===== src/wdk_defines.svh =====
`ifndef WDK_DEFINES_SVH
`define WDK_DEFINES_SVH

// service key value
`define WDK_KEY 8'hA5
// register word offsets (byte addresses)
`define WDK_OFS_SERVICE 4'h0
`define WDK_OFS_CTRL 4'h4
`define WDK_OFS_CLOSED 4'h8
`define WDK_OFS_OPEN 4'hC
`define WDK_OFS_STATUS 4'h0
// ctrl fields
`define WDK_CTRL_EN 0
`define WDK_CTRL_WIN 1
// reset values
`define WDK_SERVICE_RST 8'h00
`define WDK_CLOSED_RST 32'h0000_0100
`define WDK_OPEN_RST 32'h0000_1000
// system reset pulse length in clocks
`define WDK_RST_PULSE 4'h8

`endif


===== src/wdk_pkg.sv =====
package wdk_pkg;
   // watchdog phase
   typedef enum logic [1:0]
   {
      WDK_IDLE = 2'b00,
      WDK_CLOSED = 2'b01,
      WDK_OPEN = 2'b10
   } wdk_phase_e;

   // classic wishbone request from the master
   typedef struct packed
   {
      logic cyc;
      logic stb;
      logic we;
      logic [3:0] sel;
      logic [3:0] adr;
      logic [31:0] dat;
   } wdk_wb_req_s;

   // slave answer
   typedef struct packed
   {
      logic ack;
      logic [31:0] dat;
   } wdk_wb_rsp_s;
endpackage


===== src/wdk_timer.sv =====
`timescale 1ns/10ps
`include "wdk_defines.svh"
// phase counter: runs closed period (window mode only) then open period, flags expiry
module wdk_timer
#(
   parameter int CW = 32
)
(
   input wire logic clk,
   input wire logic resetn,
   input wire logic enable,
   input wire logic window_mode,
   input wire logic restart,
   input wire logic [CW-1:0] closed_len,
   input wire logic [CW-1:0] open_len,
   output wdk_pkg::wdk_phase_e phase,
   output logic expired
);
   import wdk_pkg::*;

   // refuse widths at elaboration; no runtime check is left behind
   if (CW < 2 || CW > 32)
   begin
      $error("wdk_timer: counter width out of range");
   end

   wdk_phase_e phase_reg;
   logic [CW-1:0] cnt_reg; // cycles left in current phase
   logic expired_reg; // one-cycle expiry pulse

   assign phase = phase_reg;
   assign expired = expired_reg;

   // phase sequencing; restart always reopens from the start
   always_ff @(posedge clk or negedge resetn)
   begin
      if (!resetn)
      begin
         phase_reg <= WDK_IDLE;
         cnt_reg <= '0;
         expired_reg <= 1'b0;
      end
      else
      begin
         expired_reg <= 1'b0;
         if (!enable)
         begin
            phase_reg <= WDK_IDLE;
            cnt_reg <= '0;
         end
         else if (restart || phase_reg == WDK_IDLE)
         begin
            // window mode starts with the closed period
            if (window_mode)
            begin
               phase_reg <= WDK_CLOSED;
               cnt_reg <= closed_len;
            end
            else
            begin
               phase_reg <= WDK_OPEN;
               cnt_reg <= open_len;
            end
         end
         else if (cnt_reg > 1)
            cnt_reg <= cnt_reg - 1'b1;
         else
         begin
            case (phase_reg)
               WDK_CLOSED:
               begin
                  phase_reg <= WDK_OPEN;
                  cnt_reg <= open_len;
               end
               WDK_OPEN:
               begin
                  // expiry restarts the sequence; reset is issued
                  expired_reg <= 1'b1;
                  phase_reg <= WDK_IDLE;
               end
               default:
                  phase_reg <= WDK_IDLE;
            endcase
         end
      end
   end
endmodule


===== src/wdk_service.sv =====
`timescale 1ns/10ps
`include "wdk_defines.svh"
// watchdog service-key decode with wishbone register access
module wdk_service
#(
   parameter int CW = 32
)
(
   input wire logic clk,
   input wire logic resetn,
   input wdk_pkg::wdk_wb_req_s wb_req,
   output wdk_pkg::wdk_wb_rsp_s wb_rsp,
   output logic sys_reset
);
   import wdk_pkg::*;

   // the length registers must hold their reset values without loss
   if (CW < 13 || CW > 32)
   begin
      $error("wdk_service: counter width out of range");
   end

   logic ack_reg; // bus acknowledge
   logic [31:0] rdat_reg; // read data
   logic en_reg; // watchdog enable
   logic win_reg; // window mode select
   logic [CW-1:0] closed_reg; // closed period length
   logic [CW-1:0] open_reg; // open period length
   logic [7:0] service_reg; // last key written
   logic restart_reg; // counter restart pulse
   logic [3:0] rst_cnt_reg; // system reset pulse stretch
   logic sys_reset_reg;
   logic [1:0] last_cause_reg; // 1 bad key, 2 closed write, 3 expiry
   wdk_phase_e phase;
   logic expired;
   logic access;
   logic svc_write;
   logic key_ok;
   logic bad_write;

   assign wb_rsp.ack = ack_reg;
   assign wb_rsp.dat = rdat_reg;
   assign sys_reset = sys_reset_reg;

   // one-cycle-wait classic slave: ack after one clock
   assign access = wb_req.cyc && wb_req.stb && !ack_reg;
   assign svc_write = access && wb_req.we &&
      wb_req.adr == `WDK_OFS_SERVICE && wb_req.sel[0] && en_reg;
   assign key_ok = wb_req.dat[7:0] == `WDK_KEY;
   // any service write in closed window, or a wrong key, is fatal
   assign bad_write = svc_write &&
      (!key_ok || (win_reg && phase == WDK_CLOSED));

   wdk_timer #(.CW(CW)) u_timer
   (
      .clk(clk),
      .resetn(resetn),
      .enable(en_reg),
      .window_mode(win_reg),
      .restart(restart_reg),
      .closed_len(closed_reg),
      .open_len(open_reg),
      .phase(phase),
      .expired(expired)
   );

   // bus handshake and read mux
   always_ff @(posedge clk or negedge resetn)
   begin
      if (!resetn)
      begin
         ack_reg <= 1'b0;
         rdat_reg <= 32'h0000_0000;
      end
      else
      begin
         ack_reg <= access;
         rdat_reg <= 32'h0000_0000;
         // service register is write-only; its offset reads status (last cause, phase)
         if (access && !wb_req.we)
         begin
            case (wb_req.adr)
               `WDK_OFS_CTRL:
                  rdat_reg <= {30'h0, win_reg, en_reg};
               `WDK_OFS_CLOSED:
                  rdat_reg <= 32'(closed_reg);
               `WDK_OFS_OPEN:
                  rdat_reg <= 32'(open_reg);
               default:
                  rdat_reg <= {28'h0, last_cause_reg, 2'(phase)};
            endcase
         end
      end
   end

   // configuration writes; locked settings are not modelled
   always_ff @(posedge clk or negedge resetn)
   begin
      if (!resetn)
      begin
         en_reg <= 1'b0;
         win_reg <= 1'b0;
         closed_reg <= CW'(`WDK_CLOSED_RST);
         open_reg <= CW'(`WDK_OPEN_RST);
      end
      else if (access && wb_req.we && wb_req.sel[0])
      begin
         case (wb_req.adr)
            `WDK_OFS_CTRL:
            begin
               en_reg <= wb_req.dat[`WDK_CTRL_EN];
               win_reg <= wb_req.dat[`WDK_CTRL_WIN];
            end
            `WDK_OFS_CLOSED:
               closed_reg <= CW'(wb_req.dat);
            `WDK_OFS_OPEN:
               open_reg <= CW'(wb_req.dat);
            default:
               ;
         endcase
      end
   end

   // key capture and restart decision
   always_ff @(posedge clk or negedge resetn)
   begin
      if (!resetn)
      begin
         service_reg <= `WDK_SERVICE_RST;
         restart_reg <= 1'b0;
      end
      else
      begin
         restart_reg <= svc_write && !bad_write;
         if (svc_write)
            service_reg <= wb_req.dat[7:0];
      end
   end

   // system reset pulse; stretched so the system sees it
   always_ff @(posedge clk or negedge resetn)
   begin
      if (!resetn)
      begin
         rst_cnt_reg <= 4'h0;
         sys_reset_reg <= 1'b0;
         last_cause_reg <= 2'h0;
      end
      else
      begin
         if (bad_write || expired)
         begin
            rst_cnt_reg <= `WDK_RST_PULSE;
            sys_reset_reg <= 1'b1;
            if (expired)
               last_cause_reg <= 2'h3;
            else if (key_ok)
               last_cause_reg <= 2'h2;
            else
               last_cause_reg <= 2'h1;
         end
         else if (rst_cnt_reg > 4'h1)
            rst_cnt_reg <= rst_cnt_reg - 4'h1;
         else
         begin
            rst_cnt_reg <= 4'h0;
            sys_reset_reg <= 1'b0;
         end
      end
   end
endmodule


===== config.mk =====
export PLATFORM = sky130hd
export DESIGN_NAME = wdk_service
export DESIGN_NICKNAME = d
export VERILOG_FILES = /design/src/wdk_pkg.sv /design/src/wdk_timer.sv /design/src/wdk_service.sv
export VERILOG_INCLUDE_DIRS = /design/src /design/src/src
export SDC_FILE = /design/constraint.sdc
export NUM_CORES = 1
export LEC_CHECK = 0
export BUFFER_PORTS_ARGS = -buffer_cell sky130_fd_sc_hd__buf_2
export CAP_MARGIN = 20
export CORE_MARGIN = 2
export CORE_UTILIZATION = 40
export DETAILED_ROUTE_END_ITERATION = 8
export PLACE_DENSITY = 0.62
export SLEW_MARGIN = 20
export SYNTH_ARGS = -nofsm -noshare
export SYNTH_HDL_FRONTEND = slang
export SYNTH_HIERARCHICAL = 1
export SYNTH_SLANG_ARGS = --single-unit
export TNS_END_PERCENT = 100

===== constraint.sdc =====
create_clock -name clk -period 2.7 [get_ports clk]
set_input_delay 0.405 -clock clk [delete_from_list [all_inputs] [get_ports clk]]
set_output_delay 0.405 -clock clk [all_outputs]
set_load 0.03 [all_outputs]

==> impl_table.tex <==
\begin{tabular}{lr}
\hline
Metric & Value \\
\hline
\multicolumn{2}{l}{\textbf{Timing}} \\
\quad Part of the cycle the worst path needs & 89.1\% \\
\quad Hold violation total from the final report & 0 \\
\quad Final setup fails & 0 \\
\quad Slew of the pin with the lowest slew margin & 799 ps \\
\quad Relative slew slack & 46.7\% \\
\quad Maximum operating frequency & 416 MHz \\
\quad Post-Route Hold Slack & 222 ps \\
\quad RSZ-0062 raised after global routing & false \\
\quad Clock Skew & 5.74 ps \\
\quad Final count of pins violating max slew & 0 \\
\quad Post-layout min period & 2410 ps \\
\quad Sum of negative setup slack & 0 ps \\
\multicolumn{2}{l}{\textbf{Die}} \\
\quad Cell Rows & 49 \\
\quad Die boundary height & 140 um \\
\quad Core area & between 15000 and 20000 um\^{}2 \\
\quad Count of boundary I/O pins & 79 \\
\quad DIE WIDTH & 140 um \\
\quad Starting Density & 41.0\% \\
\quad Die Outline Area & 19700 um\^{}2 \\
\multicolumn{2}{l}{\textbf{Pwr}} \\
\quad Post-layout total power & $\sim$6.3 mW \\
\quad Worst voltage drop across the vdd grid & $\sim$0.50 mV \\
\quad Leakage power & 3.94 nW \\
\quad Areal power density over the cells & 726 nW/um\^{}2 \\
\multicolumn{2}{l}{\textbf{Yosys}} \\
\quad Synthesized area & 7420 um\^{}2 \\
\quad Avg Inst Size Synth & $\sim$12 um\^{}2 \\
\quad Syn. warnings & 6 \\
\quad Net count after synthesis & 683 \\
\quad Register area share after synthesis & a little under half \\
\quad Seq cells post-synth & roughly 140 \\
\quad Post-Syn Instances & 634 \\
\quad Proportion of synthesized flip-flops having asynchronous set or reset & 100\% \\
\quad Count of flip-flops with a built-in enable after synthesis & 0 \\
\quad Top\_reg\_cell synth & sky130\_fd\_sc\_hd\_\_dfrtp\_1 \\
\quad Count of cell types in the netlist & 79 \\
\multicolumn{2}{l}{\textbf{Detailed routing}} \\
\quad TritonRoute pass-1 iters & 5 \\
\quad Vias/cell & roughly 5.8 \\
\quad WL final & 17800 um \\
\quad Vias & 5454 \\
\quad Post-route DRC & 0 \\
\quad DRC marker count from the first detailed-route iteration & 386 \\
\quad Wire length per cell & roughly 19 um \\
\quad Antenna violation net count after detailed routing & 0 \\
\multicolumn{2}{l}{\textbf{Finish}} \\
\quad Final instance area & a little under 9000 um\^{}2 \\
\quad Final cell utilization of the core & $\sim$48\% \\
\quad Fraction of layout cells with a size suffix above 1 & 33.2\% \\
\quad Filler Cells Inserted & 1654 \\
\quad Net total in the final layout & $\sim$760 \\
\quad Antenna diode count & 0 \\
\quad Layout area overhead & 16.9\% \\
\multicolumn{2}{l}{\textbf{Worst setup path}} \\
\quad Timing startpoint of the critical path & u\_timer/cnt\_reg[0]\$\_DFFE\_PN0P\_ \\
\quad CP Capture Type & flop \\
\quad CP Max Fanout & 7 \\
\quad Worst setup SP type & flop \\
\quad Critical path class & flop to flop \\
\quad Data required time of the worst path & 2970 ps \\
\quad Crit path DAT & 2670 ps \\
\quad Worst R2R Start & u\_timer/cnt\_reg[0]\$\_DFFE\_PN0P\_ \\
\multicolumn{2}{l}{\textbf{Clock tree}} \\
\quad Number of CTS-inserted buffers & 17 \\
\quad Number of clock sinks seen by CTS & 142 \\
\quad Clock-pin slew on the worst setup and hold paths & approximately 60 ps \\
\quad Skew-Pair Late Insertion Delay & 430 ps \\
\quad CTS tree & built \\
\quad \# H-tree levels & 4 \\
\quad Clock Tree Buf Depth & 2 \\
\quad Cell at the root of the clock tree & sky130\_fd\_sc\_hd\_\_clkbuf\_16 \\
\multicolumn{2}{l}{\textbf{GRT}} \\
\quad Total routing resource utilization after global routing & 19.0\% \\
\quad Pin count of the biggest net entering global routing & 56 \\
\quad GRT Residual Overflow & 0 \\
\quad Global-route wire length before repair & between 20000 and 30000 um \\
\quad Via count of the first global-routing pass & 5868 \\
\quad Initial antenna violation count & 0 \\
\multicolumn{2}{l}{\textbf{Placed design}} \\
\quad DP Area & 8000 um\^{}2 \\
\quad PortBufs & 75 \\
\quad Half-perimeter wire length after placement & 12100 um \\
\quad Weighted congestion at the end of routability-driven global placement & 0.860 \\
\multicolumn{2}{l}{\textbf{Hold path}} \\
\quad Hold crit path type & input pin to flop \\
\quad Launch instance of the worst min-delay path & wb\_req[22] \\
\multicolumn{2}{l}{\textbf{Outcome}} \\
\quad Status & finished, final reports clean \\
\multicolumn{2}{l}{\textbf{Run}} \\
\quad Max-cap violations & 0 \\
\hline
\end{tabular}
[logic make-up (layout without fill, tap and decap cells)]
kind of cell             after synthesis  in the layout  share of synthesized area (%)
AO/OA/AOI/OAI                        132            132                           14.3
XOR/XNOR                              21             21                           2.48
adder cells (fa/ha/maj)                4              4                          0.674
buffers and inverters                 65            150                           5.02
flip-flops                           142            142                           47.9
multiplexers                          89             89                           14.7
AND/OR/NAND/NOR                      181            181                           14.8
[per-stage QoR]
step	setup slack (ps)	instances
6_report	294	948
5_1_grt	176	948
4_1_cts	288	948
3_5_place_dp	290	917
3_3_place_gp	350	917
2_1_floorplan	624	634
[where the power goes]
part | internal [mW] | switching (mW) | leakage [nW]
Sequential | 2.25 | 0.117 | 1.94
Combinational | 0.529 | 0.686 | 1.67
Clock | 1.81 | 0.907 | 0.326
Total | 4.59 | 1.71 | 3.94
[routing by layer]
layer  up-vias  global-route usage, %  wire length (um)
met3        30                   4.21               733
met4         0                   6.80               349
met1      2761                   24.6              8090
li1       2507                      -                 -
met2       156                   31.6              8670
met5         -                      0                 0
[critical path: stages (launching register included)]
cell and delay [ps]:
sky130_fd_sc_hd__dfrtp_1 420, sky130_fd_sc_hd__inv_1 80, sky130_fd_sc_hd__ha_1 270, sky130_fd_sc_hd__o21ba_2 210, sky130_fd_sc_hd__and4_1 240, sky130_fd_sc_hd__and3_1 240
sky130_fd_sc_hd__nor2_1 630, sky130_fd_sc_hd__a211oi_1 170
[worst paths after layout]
| check | end | cells past startpoint | slack [ps] |
|---|---|---|---|
| setup / recovery | u_timer/cnt_reg[25]$_DFFE_PN0P_ | 7 | 290 |
| hold / removal | open_reg[22]$_DFFE_PN0P_ | 2 | 220 |
| setup reg to reg | u_timer/cnt_reg[25]$_DFFE_PN0P_ | 7 | 290 |
| hold reg to reg | sys_reset$_DFFE_PN0P_ | 1 | 480 |
| max in group asynchronous | open_reg[12]$_DFFE_PN1P_ | 3 | 1480 |
| min in group asynchronous | rdat_reg[6]$_DFF_PN0_ | 2 | 500 |
[timing repair]
item                                    CTS  global route
endpoints found under the setup margin    0             0
buffers inserted                          0             0
resized for setup                         0             0
endpoints found under the hold margin    51             0
hold buffers                              1             0
[synth_stat cells (3+ instances only)]
cell type,n,share of area [%]
sky130_fd_sc_hd__o21ai_0,10,0.67
sky130_fd_sc_hd__and4bb_2,3,0.51
sky130_fd_sc_hd__mux2_4,30,6.1
sky130_fd_sc_hd__nor4_1,20,1.7
sky130_fd_sc_hd__o211ai_1,3,0.30
sky130_fd_sc_hd__o221ai_1,9,1.1
sky130_fd_sc_hd__mux2_2,37,5.6
sky130_fd_sc_hd__nor3_1,15,1.0
sky130_fd_sc_hd__a21oi_1,9,0.61
sky130_fd_sc_hd__nand2_1,11,0.56
sky130_fd_sc_hd__clkbuf_1,22,1.1
sky130_fd_sc_hd__nor2_1,48,2.4
sky130_fd_sc_hd__nor2b_1,19,1.6
sky130_fd_sc_hd__inv_1,19,0.96
sky130_fd_sc_hd__nand2b_1,5,0.42
sky130_fd_sc_hd__buf_12,3,0.81
sky130_fd_sc_hd__or3_1,8,0.67
sky130_fd_sc_hd__o31a_1,5,0.59
sky130_fd_sc_hd__xnor2_1,17,2.0
sky130_fd_sc_hd__a221oi_2,6,1.2
sky130_fd_sc_hd__nand4_1,5,0.42
sky130_fd_sc_hd__dfrtp_1,140,47
sky130_fd_sc_hd__ha_1,4,0.67
sky130_fd_sc_hd__xor2_1,4,0.47
sky130_fd_sc_hd__nor3_2,4,0.54
sky130_fd_sc_hd__buf_4,4,0.40
sky130_fd_sc_hd__a211oi_2,4,0.67
sky130_fd_sc_hd__a211oi_1,29,2.9
sky130_fd_sc_hd__o31ai_1,5,0.51
sky130_fd_sc_hd__or4_1,3,0.30
sky130_fd_sc_hd__nand3_1,10,0.67
sky130_fd_sc_hd__buf_6,7,1.1
sky130_fd_sc_hd__mux2i_1,19,2.6
sky130_fd_sc_hd__nand3b_1,3,0.30
sky130_fd_sc_hd__a22oi_1,28,2.8
sky130_fd_sc_hd__buf_2,10,0.67
[layout make-up]
class / count / area (um^2) / area share [%]
clock buffers: 18 / 429 / 4.94
clock inverters: 12 / 241 / 2.78
inverters: 19 / 71.3 / 0.822
multi-input cells: 427 / 3500 / 40.4
flip-flops and latches: 142 / 3560 / 41.0
well taps: 229 / 287 / 3.30
repair buffers: 101 / 592 / 6.82
[placed cells by master (no fill, tap or decap), types with 5 or more instances in the layout]
master,instances
sky130_fd_sc_hd__buf_4,24
sky130_fd_sc_hd__nor3_2,5
sky130_fd_sc_hd__mux2_2,37
sky130_fd_sc_hd__nor4_1,20
sky130_fd_sc_hd__a22oi_1,28
sky130_fd_sc_hd__clkbuf_16,17
sky130_fd_sc_hd__nor2_1,47
sky130_fd_sc_hd__a211oi_1,29
sky130_fd_sc_hd__nand2b_1,5
sky130_fd_sc_hd__dfrtp_1,140
sky130_fd_sc_hd__mux2_4,30
sky130_fd_sc_hd__nand4_1,5
sky130_fd_sc_hd__inv_1,19
sky130_fd_sc_hd__o31ai_1,5
sky130_fd_sc_hd__bufinv_16,7
sky130_fd_sc_hd__o21ai_0,10
sky130_fd_sc_hd__nand2_1,11
sky130_fd_sc_hd__buf_2,74
sky130_fd_sc_hd__mux2i_1,19
sky130_fd_sc_hd__xnor2_1,17
sky130_fd_sc_hd__a21oi_1,9
sky130_fd_sc_hd__or3_1,8
sky130_fd_sc_hd__nand3_1,10
sky130_fd_sc_hd__a221oi_2,6
sky130_fd_sc_hd__o31a_1,5
sky130_fd_sc_hd__o221ai_1,9
sky130_fd_sc_hd__nor3_1,14
sky130_fd_sc_hd__nor2b_1,18
Note: power is estimated with default switching activity, not from simulation.
